### src/rtl/touch_probe_map.vh
// object indices, field positions, reset values and timing constants of the touch probe unit
`ifndef TOUCH_PROBE_MAP_VH
`define TOUCH_PROBE_MAP_VH
`define TP_IDX_FUNCTION 16'h60b8
`define TP_IDX_STATUS 16'h60b9
`define TP_IDX_ONE_RISE_POS 16'h60ba
`define TP_IDX_ONE_FALL_POS 16'h60bb
`define TP_IDX_TWO_RISE_POS 16'h60bc
`define TP_IDX_TWO_FALL_POS 16'h60bd
`define TP_IDX_SELECTION 16'h60d0
`define TP_IDX_ONE_RISE_TIME 16'h60d1
`define TP_IDX_ONE_FALL_TIME 16'h60d2
`define TP_IDX_TWO_RISE_TIME 16'h60d3
`define TP_IDX_TWO_FALL_TIME 16'h60d4
`define TP_SUB_COUNT 8'h00
`define TP_SUB_ONE 8'h01
`define TP_SUB_TWO 8'h02
`define TP_SELECTION_ENTRIES 32'h00000002
`define TP_FN_ONE_ENABLE 0
`define TP_FN_ONE_CONT 1
`define TP_FN_ONE_SRC_LO 2
`define TP_FN_ONE_SRC_HI 3
`define TP_FN_ONE_RISE 4
`define TP_FN_ONE_FALL 5
`define TP_FN_TWO_ENABLE 8
`define TP_FN_TWO_CONT 9
`define TP_FN_TWO_SRC_LO 10
`define TP_FN_TWO_SRC_HI 11
`define TP_FN_TWO_RISE 12
`define TP_FN_TWO_FALL 13
`define TP_FN_WRITE_MASK 16'h3f3f
`define TP_ST_ONE_ENABLED 0
`define TP_ST_ONE_RISE 1
`define TP_ST_ONE_FALL 2
`define TP_ST_TWO_ENABLED 8
`define TP_ST_TWO_RISE 9
`define TP_ST_TWO_FALL 10
`define TP_SRC_PIN 2'h0
`define TP_SRC_INDEX 2'h1
`define TP_SRC_SELECTED 2'h2
`define TP_SRC_RESERVED 2'h3
`define TP_FUNCTION_RESET 16'h0000
`define TP_SELECTION_RESET 16'h0000
`define TP_CLK_PERIOD_NS 5
`endif

### src/rtl/touch_probe_capture.v
// two-channel touch probe capture unit with object-dictionary access port
`include "touch_probe_map.vh"
module touch_probe_capture #(
  parameter NUM_PINS = 8
) (
  input wire clock_in, // system clock, 200 MHz
  input wire reset_in, // synchronous reset, active high
  input wire [NUM_PINS-1:0] probe_pin_in, // digital input pins, bit 0 is pin one
  input wire encoder_index_in, // encoder index pulse level
  input wire [31:0] axis_position_in, // current axis position in counts
  input wire od_request_in, // one-cycle object access request
  input wire od_write_in, // 1 write, 0 read
  input wire [15:0] od_index_in, // object index
  input wire [7:0] od_subindex_in, // object sub-index
  input wire [31:0] od_wdata_in, // write data, low bits used
  output reg od_done_out, // one-cycle answer strobe
  output reg od_abort_out, // with done: access refused
  output reg [31:0] od_rdata_out // read data, valid with done
);
  // 16-bit objects use the low half of the data path
  reg [15:0] function_word;
  reg [15:0] select_one;
  reg [15:0] select_two;

  reg [31:0] next_rdata;
  reg next_abort;
  reg source_one;
  reg source_two;

  wire [31:0] time_ns;
  wire [15:0] status_word;
  wire [31:0] one_rise_pos;
  wire [31:0] one_fall_pos;
  wire [31:0] one_rise_time;
  wire [31:0] one_fall_time;
  wire [31:0] two_rise_pos;
  wire [31:0] two_fall_pos;
  wire [31:0] two_rise_time;
  wire [31:0] two_fall_time;

  wire one_rise_stored;
  wire one_fall_stored;
  wire two_rise_stored;
  wire two_fall_stored;

  wire [1:0] source_code_one;
  wire [1:0] source_code_two;
  wire sel_level_one;
  wire sel_level_two;
  wire scalar_sub;
  wire access_ok;
  wire write_accept;
  wire read_accept;
  wire sel_object;
  wire function_write;
  wire select_one_write;
  wire select_two_write;

  // selection entry to pin level; non-negative or out-of-range values give no source
  function entry_pin_level;
    input [15:0] entry;
    input [NUM_PINS-1:0] pins;
    reg [15:0] magnitude;
    reg [15:0] pin_number;
    integer i;
    begin
      magnitude = 16'h0000 - entry;
      entry_pin_level = 1'b0;
      // loop depth follows NUM_PINS; large pin counts lengthen this path
      if (entry[15]) begin
        for (i = 0; i < NUM_PINS; i = i + 1) begin
          pin_number = i[15:0] + 16'h0001;
          if (magnitude == pin_number) begin
            entry_pin_level = pins[i];
          end
        end
      end
    end
  endfunction

  // entries are decoded every cycle, so a new entry acts at once
  assign sel_level_one = entry_pin_level(select_one, probe_pin_in);
  assign sel_level_two = entry_pin_level(select_two, probe_pin_in);
  assign source_code_one = function_word[`TP_FN_ONE_SRC_HI:`TP_FN_ONE_SRC_LO];
  assign source_code_two = function_word[`TP_FN_TWO_SRC_HI:`TP_FN_TWO_SRC_LO];

  // reserved source code yields a quiet source: no edges, no captures
  always @* begin
    case (source_code_one)
      `TP_SRC_PIN: source_one = probe_pin_in[0];
      `TP_SRC_INDEX: source_one = encoder_index_in;
      `TP_SRC_SELECTED: source_one = sel_level_one;
      default: source_one = 1'b0;
    endcase
  end

  // a source switch can itself look like an edge when the two levels differ
  always @* begin
    case (source_code_two)
      `TP_SRC_PIN: source_two = probe_pin_in[1];
      `TP_SRC_INDEX: source_two = encoder_index_in;
      `TP_SRC_SELECTED: source_two = sel_level_two;
      default: source_two = 1'b0;
    endcase
  end

  // stamps wrap after about 4.3 s; software must unwrap differences
  probe_timebase #(
    .STEP_NS(`TP_CLK_PERIOD_NS)
  ) timebase (
    .clock_in(clock_in),
    .reset_in(reset_in),
    .time_ns_out(time_ns)
  );

  // both probes share one timebase so their stamps compare directly
  probe_edge_capture probe_one (
    .clock_in(clock_in),
    .reset_in(reset_in),
    .enable_in(function_word[`TP_FN_ONE_ENABLE]),
    .continuous_in(function_word[`TP_FN_ONE_CONT]),
    .rise_enable_in(function_word[`TP_FN_ONE_RISE]),
    .fall_enable_in(function_word[`TP_FN_ONE_FALL]),
    .source_in(source_one),
    .position_in(axis_position_in),
    .time_in(time_ns),
    .rise_position_out(one_rise_pos),
    .fall_position_out(one_fall_pos),
    .rise_time_out(one_rise_time),
    .fall_time_out(one_fall_time),
    .rise_stored_out(one_rise_stored),
    .fall_stored_out(one_fall_stored)
  );

  probe_edge_capture probe_two (
    .clock_in(clock_in),
    .reset_in(reset_in),
    .enable_in(function_word[`TP_FN_TWO_ENABLE]),
    .continuous_in(function_word[`TP_FN_TWO_CONT]),
    .rise_enable_in(function_word[`TP_FN_TWO_RISE]),
    .fall_enable_in(function_word[`TP_FN_TWO_FALL]),
    .source_in(source_two),
    .position_in(axis_position_in),
    .time_in(time_ns),
    .rise_position_out(two_rise_pos),
    .fall_position_out(two_fall_pos),
    .rise_time_out(two_rise_time),
    .fall_time_out(two_fall_time),
    .rise_stored_out(two_rise_stored),
    .fall_stored_out(two_fall_stored)
  );

  // spare bits tied low so software can compare whole words
  assign status_word = {5'h00,
                        two_fall_stored,
                        two_rise_stored,
                        function_word[`TP_FN_TWO_ENABLE],
                        5'h00,
                        one_fall_stored,
                        one_rise_stored,
                        function_word[`TP_FN_ONE_ENABLE]};

  // every object but the selection record lives at sub-index zero
  assign scalar_sub = (od_subindex_in == `TP_SUB_COUNT);

  // answer decode: read value and refusal for every index and sub-index
  always @* begin
    next_rdata = 32'h00000000;
    next_abort = 1'b0;
    case (od_index_in)
      `TP_IDX_FUNCTION: begin
        next_abort = ~scalar_sub;
        next_rdata = {16'h0000, function_word};
      end
      `TP_IDX_STATUS: begin
        next_abort = ~scalar_sub | od_write_in;
        next_rdata = {16'h0000, status_word};
      end
      `TP_IDX_ONE_RISE_POS: begin
        next_abort = ~scalar_sub | od_write_in;
        next_rdata = one_rise_pos;
      end
      `TP_IDX_ONE_FALL_POS: begin
        next_abort = ~scalar_sub | od_write_in;
        next_rdata = one_fall_pos;
      end
      `TP_IDX_TWO_RISE_POS: begin
        next_abort = ~scalar_sub | od_write_in;
        next_rdata = two_rise_pos;
      end
      `TP_IDX_TWO_FALL_POS: begin
        next_abort = ~scalar_sub | od_write_in;
        next_rdata = two_fall_pos;
      end
      `TP_IDX_ONE_RISE_TIME: begin
        next_abort = ~scalar_sub | od_write_in;
        next_rdata = one_rise_time;
      end
      `TP_IDX_ONE_FALL_TIME: begin
        next_abort = ~scalar_sub | od_write_in;
        next_rdata = one_fall_time;
      end
      `TP_IDX_TWO_RISE_TIME: begin
        next_abort = ~scalar_sub | od_write_in;
        next_rdata = two_rise_time;
      end
      `TP_IDX_TWO_FALL_TIME: begin
        next_abort = ~scalar_sub | od_write_in;
        next_rdata = two_fall_time;
      end
      `TP_IDX_SELECTION: begin
        case (od_subindex_in)
          `TP_SUB_COUNT: begin
            next_abort = od_write_in;
            next_rdata = `TP_SELECTION_ENTRIES;
          end
          `TP_SUB_ONE: begin
            next_rdata = {{16{select_one[15]}}, select_one};
          end
          `TP_SUB_TWO: begin
            next_rdata = {{16{select_two[15]}}, select_two};
          end
          default: begin
            next_abort = 1'b1;
          end
        endcase
      end
      default: begin
        next_abort = 1'b1;
      end
    endcase
  end

  // strobes gated by the refusal decode, so a refused write leaves every register alone
  assign access_ok = od_request_in & ~next_abort;
  assign write_accept = access_ok & od_write_in;
  assign read_accept = access_ok & ~od_write_in;
  assign sel_object = (od_index_in == `TP_IDX_SELECTION);
  assign function_write = write_accept &
                          (od_index_in == `TP_IDX_FUNCTION);
  assign select_one_write = write_accept & sel_object &
                            (od_subindex_in == `TP_SUB_ONE);
  assign select_two_write = write_accept & sel_object &
                            (od_subindex_in == `TP_SUB_TWO);

  // writes take effect at the request edge; refused writes change nothing
  always @(posedge clock_in) begin
    if (reset_in) begin
      function_word <= `TP_FUNCTION_RESET;
      select_one <= `TP_SELECTION_RESET;
      select_two <= `TP_SELECTION_RESET;
    end else begin
      if (function_write) begin
        function_word <= od_wdata_in[15:0] & `TP_FN_WRITE_MASK;
      end
      if (select_one_write) begin
        select_one <= od_wdata_in[15:0];
      end
      if (select_two_write) begin
        select_two <= od_wdata_in[15:0];
      end
    end
  end

  // data cleared on writes and refusals so stale data never passes for an answer
  always @(posedge clock_in) begin
    if (reset_in) begin
      od_done_out <= 1'b0;
      od_abort_out <= 1'b0;
      od_rdata_out <= 32'h00000000;
    end else begin
      od_done_out <= od_request_in;
      od_abort_out <= od_request_in & next_abort;
      if (read_accept) begin
        od_rdata_out <= next_rdata;
      end else if (od_request_in) begin
        od_rdata_out <= 32'h00000000;
      end
    end
  end
endmodule

### src/rtl/probe_timebase.v
// free-running nanosecond timestamp counter for capture events
`include "touch_probe_map.vh"
module probe_timebase #(
  parameter STEP_NS = `TP_CLK_PERIOD_NS
) (
  input wire clock_in, // system clock
  input wire reset_in, // synchronous reset, active high
  output reg [31:0] time_ns_out // nanoseconds since reset, wraps
);
  localparam [31:0] STEP = STEP_NS;

  always @(posedge clock_in) begin
    if (reset_in) begin
      time_ns_out <= 32'h00000000;
    end else begin
      time_ns_out <= time_ns_out + STEP;
    end
  end
endmodule

### src/rtl/probe_edge_capture.v
// one probe channel: edge detection, position and time latching, stored flags
module probe_edge_capture (
  input wire clock_in, // system clock
  input wire reset_in, // synchronous reset, active high
  input wire enable_in, // probe switched on
  input wire continuous_in, // 1 every event, 0 first event only
  input wire rise_enable_in, // capture on rising edges
  input wire fall_enable_in, // capture on falling edges
  input wire source_in, // selected probe source level
  input wire [31:0] position_in, // current axis position
  input wire [31:0] time_in, // current timestamp in ns
  output reg [31:0] rise_position_out, // position at rising edge
  output reg [31:0] fall_position_out, // position at falling edge
  output reg [31:0] rise_time_out, // time at rising edge
  output reg [31:0] fall_time_out, // time at falling edge
  output reg rise_stored_out, // a rising edge value is held
  output reg fall_stored_out // a falling edge value is held
);
  reg source_prev;
  wire rise_seen;
  wire fall_seen;
  wire rise_take;
  wire fall_take;

  // previous level tracks even while disabled, so enabling never sees a stale edge
  assign rise_seen = source_in & ~source_prev;
  assign fall_seen = ~source_in & source_prev;
  assign rise_take = enable_in & rise_enable_in & rise_seen &
                     (continuous_in | ~rise_stored_out);
  assign fall_take = enable_in & fall_enable_in & fall_seen &
                     (continuous_in | ~fall_stored_out);

  always @(posedge clock_in) begin
    if (reset_in) begin
      source_prev <= 1'b0;
      rise_position_out <= 32'h00000000;
      fall_position_out <= 32'h00000000;
      rise_time_out <= 32'h00000000;
      fall_time_out <= 32'h00000000;
      rise_stored_out <= 1'b0;
      fall_stored_out <= 1'b0;
    end else begin
      source_prev <= source_in;
      if (rise_take) begin
        rise_position_out <= position_in;
        rise_time_out <= time_in;
      end
      if (fall_take) begin
        fall_position_out <= position_in;
        fall_time_out <= time_in;
      end
      if (!enable_in) begin
        rise_stored_out <= 1'b0;
        fall_stored_out <= 1'b0;
      end else begin
        if (rise_take) begin
          rise_stored_out <= 1'b1;
        end
        if (fall_take) begin
          fall_stored_out <= 1'b1;
        end
      end
    end
  end
endmodule

### config.mk
export PLATFORM = sky130hd
export DESIGN_NAME = touch_probe_capture
export DESIGN_NICKNAME = d
export VERILOG_FILES = /design/src/rtl/touch_probe_capture.v /design/src/rtl/probe_timebase.v /design/src/rtl/probe_edge_capture.v
export VERILOG_INCLUDE_DIRS = /design/src /design/src/rtl
export SDC_FILE = /design/constraint.sdc
export NUM_CORES = 1
export LEC_CHECK = 0
export BUFFER_PORTS_ARGS = -buffer_cell sky130_fd_sc_hd__clkbuf_2
export CORE_MARGIN = 5
export CORE_UTILIZATION = 51
export DETAILED_ROUTE_END_ITERATION = 10
export GPL_ROUTABILITY_DRIVEN = 1
export PLACE_DENSITY_LB_ADDON = 0.2
export REMOVE_ABC_BUFFERS = 1
export SLEW_MARGIN = 20
export SYNTH_ARGS = -nofsm -noshare
export SYNTH_HDL_FRONTEND = slang
export SYNTH_SLANG_ARGS = --single-unit
### constraint.sdc
create_clock -name clock_in -period 4.8 [get_ports clock_in]
set_clock_uncertainty 0.1 [all_clocks]
set_input_delay 0.48 -clock clock_in [delete_from_list [all_inputs] [get_ports clock_in]]
set_output_delay 0.48 -clock clock_in [all_outputs]
set_load 0.03 [all_outputs]
Word level (Yosys, flattened, before mapping)
Index checks and enable logic that the tools add are counted.
{"block": "word_totals", "register_bits": 372, "inputBits": 101, "output_inout_bits": 34, "word_cells": 133}
{"block": "op_classes", "addsub": 3, "n_eq_ne": 33, "muxes": 26, "bitwise": 42, "n_reduce_logical": 8}
{"operator": "32-bit case mux with 11 select lines", "n": 1}
{"operator": "16-bit by 15-bit equality test with 1-bit output, second input constant", "n": 11}
{"operator": "16-bit by 3-bit equality test with 1-bit output, second input constant", "n": 8}
{"operator": "32-bit case mux with 3 select lines", "n": 1}
{"operator": "16-bit by 2-bit equality test with 1-bit output, second input constant", "n": 4}
{"operator": "32-bit 2-to-1 mux", "n": 2}
{"operator": "32-bit by 3-bit adder with 32-bit output, second input constant", "n": 1}
{"operator": "16-bit by 1-bit equality test with 1-bit output, second input constant", "n": 2}
{"operator": "16-bit by 4-bit equality test with 1-bit output, second input constant", "n": 2}
{"operator": "1-bit by 16-bit subtractor with 16-bit output, first input constant", "n": 2}
{"operator": "1-bit AND", "n": 24}
{"operator": "1-bit 2-to-1 mux", "n": 18}
{"operator": "1-bit NOT", "n": 13}
{"operator": "1-bit case mux with 3 select lines", "n": 3}
{"operator": "9-bit OR reduction", "n": 1}
{"operator": "8-bit by 1-bit equality test with 1-bit output, second input constant", "n": 1}
{"operator": "8-bit by 2-bit equality test with 1-bit output, second input constant", "n": 1}
{"operator": "8-bit zero test", "n": 1}
{"operator": "2-bit OR reduction", "n": 3}
{"operator": "1-bit OR", "n": 5}
{"operator": "2-bit by 1-bit equality test with 1-bit output, second input constant", "n": 2}
{"operator": "2-bit equality test, second input constant", "n": 2}
{"operator": "2-bit zero test", "n": 2}
{"operator": "1-bit case mux with 2 select lines", "n": 1}
{"operator": "2-bit nonzero test", "n": 1}

Depth between registers and ports, before layout
Gate-level depths: netlist of run 1.
{"block": "logic_depth", "word_depth": 16, "depth_mapped": 10}

By module
From an unflattened synthesis of run 1, not the netlist that was laid out.
{"block": "hier_totals", "cells_unflattened": 1869, "hier_area_um2": 17928.4}
{"mod": "probe_edge_capture", "n_inst": 2, "cells_each": 500, "area_per_inst_um2": 5390.2, "seq_area_each_um2": 2622.5}
{"mod": "touch_probe_capture", "n_inst": 1, "cells_each": 695, "area_per_inst_um2": 5599.1, "seq_area_each_um2": 1561.5}
{"mod": "probe_timebase", "n_inst": 1, "cells_each": 174, "area_per_inst_um2": 1549.0, "seq_area_each_um2": 640.6}

Worst setup path before layout of run 1
Ideal clock, no wire load.
{"block": "synth_timing", "kind": "input to register", "from": "in od_index_in[9]", "to": "reg select_one[10]", "setup_time_ns": 0.070, "t_arrival_ns": 2.630, "t_required_ns": 4.630, "path_slack_ns": 2.000, "cell_stages": 8, "path_buffers": 2, "path_cell_list": "or4_4 -> or2_0 -> buf_4 -> or4_4 -> nor4b_4 -> buf_6 -> nand2_1 -> a21oi_2"}
{"block": "synth_via", "elab_chain_len": 8, "word_cells_on_any_way": 18, "cone_classes": "eq/ne: 11; mux: 1; bitwise: 5; reduce/logical: 1"}
{"element": "start, declared", "line_no": "touch_probe_capture.v:13", "rtl": "input wire [15:0] od_index_in,"}
{"element": "16-bit by 15-bit equality test with 1-bit output", "line_no": "touch_probe_capture.v:170", "rtl": "case (od_index_in)"}
{"element": "9-bit OR reduction (no source line)"}
{"element": "1-bit case mux with 3 select lines", "line_no": "touch_probe_capture.v:170"}
{"element": "1-bit NOT", "line_no": "touch_probe_capture.v:235", "rtl": "assign access_ok = od_request_in & ~next_abort;"}
{"element": "1-bit AND", "line_no": "touch_probe_capture.v:235"}
{"element": "1-bit AND", "line_no": "touch_probe_capture.v:236", "rtl": "assign write_accept = access_ok & od_write_in;"}
{"element": "1-bit AND (*) (2 in a row)", "line_no": "touch_probe_capture.v:241", "rtl": "assign select_one_write = write_accept & sel_object &"}
{"element": "end signal, assigned", "line_no": "touch_probe_capture.v:250", "rtl": "select_one <= `TP_SELECTION_RESET;"}
{"element": "end signal, assigned", "line_no": "touch_probe_capture.v:257", "rtl": "select_one <= od_wdata_in[15:0];"}
{"element": "end, declared", "line_no": "touch_probe_capture.v:22", "rtl": "reg [15:0] select_one;"}
Every way passes the cells marked *; elsewhere a longest branch is shown, timed or not.
A chain may end at the register's enable or synchronous reset.

Worst setup path in the final report of run 1
{"block": "layout_timing", "from": "reg select_two[1]", "to": "reg probe_two.rise_time_out[23]"}
{"block": "layout_via", "elab_chain_len": 15, "word_cells_on_any_way": 22, "cone_classes": "add/sub: 1; eq/ne: 8; mux: 10; bitwise: 3"}
{"element": "start, declared", "line_no": "touch_probe_capture.v:23", "rtl": "reg [15:0] select_two;"}
{"element": "start signal, assigned", "line_no": "touch_probe_capture.v:251", "rtl": "select_two <= `TP_SELECTION_RESET;"}
{"element": "start signal, assigned", "line_no": "touch_probe_capture.v:260", "rtl": "select_two <= od_wdata_in[15:0];"}
{"element": "1-bit by 16-bit subtractor with 16-bit output (*)", "line_no": "touch_probe_capture.v:67", "rtl": "magnitude = 16'h0000 - entry;"}
{"element": "16-bit by 1-bit equality test with 1-bit output", "line_no": "touch_probe_capture.v:73", "rtl": "if (magnitude == pin_number) begin"}
{"element": "1-bit 2-to-1 mux (7 in a row)", "line_no": "touch_probe_capture.v:73"}
{"element": "1-bit 2-to-1 mux (*)", "line_no": "touch_probe_capture.v:73"}
{"element": "1-bit 2-to-1 mux (*)", "line_no": "touch_probe_capture.v:70", "rtl": "if (entry[15]) begin"}
{"element": "1-bit case mux with 3 select lines (*)", "line_no": "touch_probe_capture.v:99", "rtl": "case (source_code_two)"}
{"element": "1-bit AND (*)", "line_no": "probe_edge_capture.v:26", "rtl": "assign rise_seen = source_in & ~source_prev;"}
{"element": "1-bit AND (*) (2 in a row)", "line_no": "probe_edge_capture.v:28", "rtl": "assign rise_take = enable_in & rise_enable_in & rise_seen &"}
{"element": "end signal, assigned", "line_no": "probe_edge_capture.v:46", "rtl": "rise_time_out <= time_in;"}
{"element": "end, declared", "line_no": "probe_edge_capture.v:14", "rtl": "output reg [31:0] rise_time_out,"}
Marks and branches as above.

==> results.sh, run 1 <==
export IMPL_status="completed"
export IMPL_endpoint_kind="register"
export IMPL_crit_end="probe_two.rise_time_out[23]"
export IMPL_maxCapViolations=0
export IMPL_p_int_mw=4.86
export IMPL_final_min_clock_period_ns=3.24
export IMPL_dr_first_iter_drc_count=1094
export IMPL_rsz0062_at_grt="no"
export IMPL_hp_class="in2reg"
export IMPL_synth_edf_count=0
export IMPL_slew_violations=0
export IMPL_post_cts_buffers=0
export IMPL_cts_root_buffer="clkbuf_16"
export IMPL_port_buffers=118
export IMPL_synthCells=1779
export IMPL_crit_required_ns=5.14
export IMPL_crit_path_start="select_two[1]"
export IMPL_ys_types=60
export IMPL_p_seq_frac=0.500
export IMPL_fin_setup_tns_ns=0
export IMPL_cp_arrival_ns=3.59
export IMPL_cts_buffer_depth=3
export IMPL_clkPwrFrac=0.466
export IMPL_total_power_mw=6.20
export IMPL_power_density_mw_per_mm2=336
export IMPL_h_tree_depth=2
export IMPL_synth_top_area_cell="dfxtp_1"
export IMPL_clkLatencyLatePin_ns=0.54
export IMPL_drc=0
export IMPL_start_kind="register"
export IMPL_antenna_found_initial=0
export IMPL_drive_gt1_frac=0.124
export IMPL_cts_resized=0
export IMPL_ys_warn_count=0
export IMPL_slowest_delay_ns=0.61
export IMPL_regToRegSetupSlack_ns=1.56
export IMPL_dpl_hpwl_um=27300
export IMPL_synthArstFlopShare=0
export IMPL_reg2reg_depth=7
export IMPL_routed_wl_um=45300
export IMPL_route_detailed_wl_per_inst_um=20.1
export IMPL_first_pass_iters=6
export IMPL_tritoncts="built"
export IMPL_clock_sinks=372
export IMPL_hold_ws_ns=0.0851
export IMPL_dieArea_mm2=0.0359
export IMPL_fmax_mhz=309
export IMPL_post_route_period_util=0.675
export IMPL_antennaDiodeCount=0
export IMPL_cp_slowest_cell="or3_2"
export IMPL_final_cell_mix="dfxtp_1 (372), nand2b_1 (199), o21ai_0 (149), mux2i_1 (147), nand2_1 (141)"
export IMPL_synth_area_leaders="dfxtp_1 (45%), mux2i_1 (9.0%), nand2b_1 (7.6%), nand3b_1 (5.9%), o21ai_0 (4.5%)"
export IMPL_ys_flop_type="dfxtp_1"
export IMPL_dp_slack_ns=1.13
export IMPL_finish_utilization=0.584
export IMPL_fin_ws_ns=1.56
export IMPL_grt_first_pass_wirelength_um=70700
export IMPL_max_slew_worst_pin_slew_ns=1.06
export IMPL_vias=13500
export IMPL_syn2layout_area_growth_pct=12.6
export IMPL_layoutNonFillerInstCount=2249
export IMPL_clk_pin_slew_worst_paths_ns=0.06
export IMPL_final_area_mm2=0.0185
export IMPL_coreArea_mm2=0.0316
export IMPL_grt_start_max_net_pins=195
export IMPL_die_h_um=189
export IMPL_place_area_mm2=0.0173
export IMPL_io_pins=135
export IMPL_relSlewSlack=0.289
export IMPL_hold_buffers=0
export IMPL_reg2reg_to="probe_two.rise_time_out[23]"
export IMPL_seq_area_frac_synth=0.454
export IMPL_critPathKind="reg2reg"
export IMPL_power_switching_share=0.217
export IMPL_r2r_start="select_two[1]"
export IMPL_drtAntennaViolNets=0
export IMPL_grt_use_total=0.241
export IMPL_final_nets=1931
export IMPL_critical_path_peak_fanout=19
export IMPL_grt_overflow_total=0
export IMPL_setup_viol=0
export IMPL_first_global_vias=12800
export IMPL_place_inst=2188
export IMPL_synth_seq_cells=372
export IMPL_netlist_area_mm2=0.0164
export IMPL_avgSynthCellArea_um2=9.23
export IMPL_initial_core_util=0.519
export IMPL_worstPathCellList="mux4_2, nor2b_1, nor3_1, a21oi_1, or3_2, buf_4, mux2i_1"
export IMPL_rows=65
export IMPL_layout_commonest_cell="dfxtp_1"
export IMPL_power_frac_comb=0.034
export IMPL_p_leak_nw=6.97
export IMPL_ir_drop_mv=0.224
export IMPL_finalHoldViolations=0
export IMPL_synth_top_area_frac=0.454
export IMPL_numCtsBuffers=40
export IMPL_gp_congestion=0.893
export IMPL_die_width_um=189
export IMPL_via_per_inst=6.00
export IMPL_p_sw_mw=1.35
-- Yosys cell counts, types with 2 or more instances --
cell type    n
a2111o_1     2
clkbuf_1   105
mux4_2       2
a32oi_1      2
nand4_1     16
nand3b_1   130
inv_1       17
or3_1       12
a211o_1      2
xnor2_1     11
or4_1        2
a31oi_1      4
nand3_1     45
nor3_1      17
nand2_1    141
o22ai_1      3
nor4_2       3
and3_1      22
nor3b_1      2
nand2b_1   199
nor2b_1     10
and2_1       4
nor2_1      55
a2bb2oi_1   17
buf_2       17
nor4_1      11
or4_4        2
buf_1       12
a22oi_1     90
a21boi_0    24
and4_1       5
mux2i_1    147
o2111ai_1    2
a21oi_2     10
and3b_1      2
a22o_1      26
nand4b_1     2
a21oi_1     34
dfxtp_1    372
a222oi_1    13
o21ai_0    149
xor2_1       8
a221oi_1    12
or2_2        2
-- metal layers --
metal / wire (µm) / global-route usage
met3: 2930 / 0.0398
met5: 0 / 0
met4: 1120 / 0.0721
met2: 20400 / 0.382
met1: 20900 / 0.341
-- power groups by stage --
stage | sequential [mW] | clock, mW | combinational (mW)
after global routing | 3.10 | 3.07 | 0.229
after global placement | 3.17 | 0 | 0.209
after detailed placement | 3.17 | 0 | 0.211
after CTS | 3.10 | 2.93 | 0.212
final | 3.10 | 2.89 | 0.212
after floorplan | 3.17 | 0 | 0.0888
-- kinds of logic after synthesis --
| logic type | synth area share |
|---|---|
| buffers and inverters | 0.0370 |
| AND/OR/NAND/NOR | 0.245 |
| multiplexers | 0.0924 |
| AO/OA/AOI/OAI | 0.161 |
| XOR/XNOR | 0.0101 |
| adder cells (fa/ha/maj) | 0.000762 |
| flip-flops | 0.454 |
-- final cells by class --
class,instances,area (µm²)
flip-flops and latches,372,7450
clock buffers,57,1170
clock inverters,3,28.8
well taps,402,503
repair buffers,144,841
inverters,17,63.8
fillers,2854,13200
multi-input cells,1254,8430
-- worst min path at each step --
stage	cells past startpoint	to	startpoint	slack (ns)
2_1_floorplan	1	timebase.time_ns_out[0]	timebase.time_ns_out[0]	0.33
3_3_place_gp	1	timebase.time_ns_out[0]	timebase.time_ns_out[0]	0.35
3_5_place_dp	2	probe_two.rise_position_out[27]	probe_two.rise_position_out[27]	0.36
4_1_cts	3	select_two[14]	od_wdata_in[14]	0.07
5_1_grt	3	select_two[14]	od_wdata_in[14]	0.08
6_report	3	select_two[7]	od_wdata_in[7]	0.09
-- worst max-delay path, delay by kind of cell, from the launching register on --
family | cells | cell delay (ns)
AOI/OAI and AO/OA | 1 | 0.41
buffers and inverters | 1 | 0.48
and+or+nand+nor | 3 | 0.84
muxes | 2 | 0.80
DFF | 1 | 0.49
Power figures use the tool's default switching activity.
==> run 2, diff against run 1 <==
==> constraint.sdc (replaced) <==
create_clock -name clock_in -period 3 [get_ports clock_in]
set_clock_uncertainty 0.1 [all_clocks]
set_input_delay 0.3 -clock clock_in [delete_from_list [all_inputs] [get_ports clock_in]]
set_output_delay 0.3 -clock clock_in [all_outputs]
set_load 0.03 [all_outputs]
==> results.sh, run 2 (synthesized netlist as in run 1, its figures left out) <==
export IMPL_crit_buf_inv=1
export IMPL_critPathKind="reg2reg"
export IMPL_first_pass_iters=6
export IMPL_layoutNonFillerInstCount=2323
export IMPL_h_tree_depth=2
export IMPL_final_area_mm2=0.0194
export IMPL_clkLatencyLatePin_ns=0.53
export IMPL_final_min_clock_period_ns=2.72
export IMPL_dpl_hpwl_um=29000
export IMPL_tritoncts="built"
export IMPL_multiInputGateArea_mm2=0.00843
export IMPL_critical_path_peak_fanout=34
export IMPL_fin_ws_ns=0.282
export IMPL_dieArea_mm2=0.0359
export IMPL_coreArea_mm2=0.0316
export IMPL_grt_use_total=0.250
export IMPL_dp_slack_ns=0.151
export IMPL_rsz0062_at_grt="no"
export IMPL_finalHoldViolations=0
export IMPL_drive_gt1_frac=0.143
export IMPL_finish_utilization=0.612
export IMPL_cp_arrival_ns=3.02
export IMPL_final_cell_mix="dfxtp_1 (372), nand2b_1 (199), o21ai_0 (149), mux2i_1 (147), nand2_1 (141)"
export IMPL_cp_top_family="simple AND/OR/NAND/NOR gates"
export IMPL_grt_overflow_total=0
export IMPL_fin_setup_tns_ns=0
export IMPL_total_power_mw=10.3
export IMPL_clock_sinks=372
export IMPL_post_route_period_util=0.906
export IMPL_cts_root_buffer="clkbuf_16"
export IMPL_route_detailed_wl_per_inst_um=19.9
export IMPL_drtAntennaViolNets=0
export IMPL_syn2layout_area_growth_pct=17.9
export IMPL_ir_drop_mv=0.344
export IMPL_clk_pin_slew_worst_paths_ns=0.06
export IMPL_cts_buffer_depth=3
export IMPL_via_per_inst=5.96
export IMPL_io_pins=135
export IMPL_numCtsBuffers=39
export IMPL_fillCellCount=2733
export IMPL_maxCapViolations=0
export IMPL_drc=0
export IMPL_crit_required_ns=3.31
export IMPL_status="completed"
export IMPL_port_buffers=118
export IMPL_cp_slowest_cell="or4_1"
export IMPL_die_h_um=189
export IMPL_relSlewSlack=0.497
export IMPL_die_width_um=189
export IMPL_p_leak_nw=7.40
export IMPL_slowest_delay_ns=0.55
export IMPL_max_slew_worst_pin_slew_ns=0.754
export IMPL_hold_ws_ns=0.0135
export IMPL_dr_first_iter_drc_count=1112
export IMPL_fmax_mhz=368
export IMPL_initial_core_util=0.519
export IMPL_endpoint_kind="register"
export IMPL_setup_viol=0
export IMPL_vias=13800
export IMPL_routed_wl_um=46200
export IMPL_place_area_mm2=0.0177
export IMPL_slew_violations=0
export IMPL_final_nets=1994
export IMPL_rows=65
export IMPL_antenna_found_initial=1
export IMPL_layout_commonest_cell="dfxtp_1"
export IMPL_gp_congestion=0.919
export IMPL_grt_first_pass_wirelength_um=73600
export IMPL_cts_resized=0
export IMPL_antennaDiodeCount=0
export IMPL_place_inst=2222
export IMPL_seq_area_mm2=0.00745
export IMPL_hp_class="in2reg"
export IMPL_worstPathCellList="nand2_1, or4_1, o22ai_1, a21oi_1, or3_4, buf_12, mux2i_1"
export IMPL_power_density_mw_per_mm2=532
export IMPL_grt_start_max_net_pins=144
export IMPL_start_kind="register"
export IMPL_first_global_vias=13800
==> run 2: cell count changes in the layout (fill, tap and decap cells not counted), moves of 2 or more <==
cell and delta:
clkbuf_8 +6, clkbuf_1 -4, bufinv_16 +2, buf_12 +16, buf_4 +18, clkinv_2 +7
dlygate4sd3_1 +31
==> run 2: report_power, final <==
group          internal, mW  switching [mW]  leakage, nW
combinational         0.175           0.206         3.73
sequential             4.95         0.00957         3.00
clock                  2.97            1.99        0.671
==> run 2: cell type report <==
type,instances,area share
sequential,372,0.385
clock inverter,12,0.00666
clock buffer,58,0.0625
tap,402,0.0260
inverter,17,0.00330
multi-input combinational,1254,0.435
timing repair buffer,208,0.0816
==> run 2: final timing paths <==
check / startpoint / to / slack (ns) / cells after the start
worst max-delay path: select_one[15] / probe_one.rise_time_out[21] / 0.28 / 7
worst min-delay path: axis_position_in[27] / probe_one.rise_position_out[27] / 0.01 / 3
worst max register to register: select_one[15] / probe_one.rise_time_out[21] / 0.28 / 7
worst min register to register: probe_two.rise_position_out[22] / probe_two.rise_position_out[22] / 0.37 / 2
==> run 2: worst reg2reg max path, cell delays in order, from the launching register on <==
cell and delay, ns:
dfxtp_1 0.46, nand2_1 0.11, or4_1 0.55, o22ai_1 0.23
a21oi_1 0.20, or3_4 0.51, buf_12 0.24, mux2i_1 0.19
==> run 2: what timing repair did <==
| action | in CTS | in global routing |
|---|---|---|
| endpoints found under the hold margin | 82 | 0 |
| setup buffers | 0 | 0 |
| hold buffers | 31 | 0 |
| setup endpoints to repair | 0 | 0 |
==> run 2: per-layer routing <==
| metal | wire length [µm] | part of all wire | global-route usage | vias up |
|---|---|---|---|---|
| met5 | 0 | 0 | 0 | - |
| met4 | 1040 | 0.023 | 0.0729 | 0 |
| met3 | 3030 | 0.066 | 0.0360 | 79 |
| met2 | 21100 | 0.46 | 0.406 | 459 |
| met1 | 21000 | 0.45 | 0.347 | 6702 |
| li1 | - | - | - | 6604 |
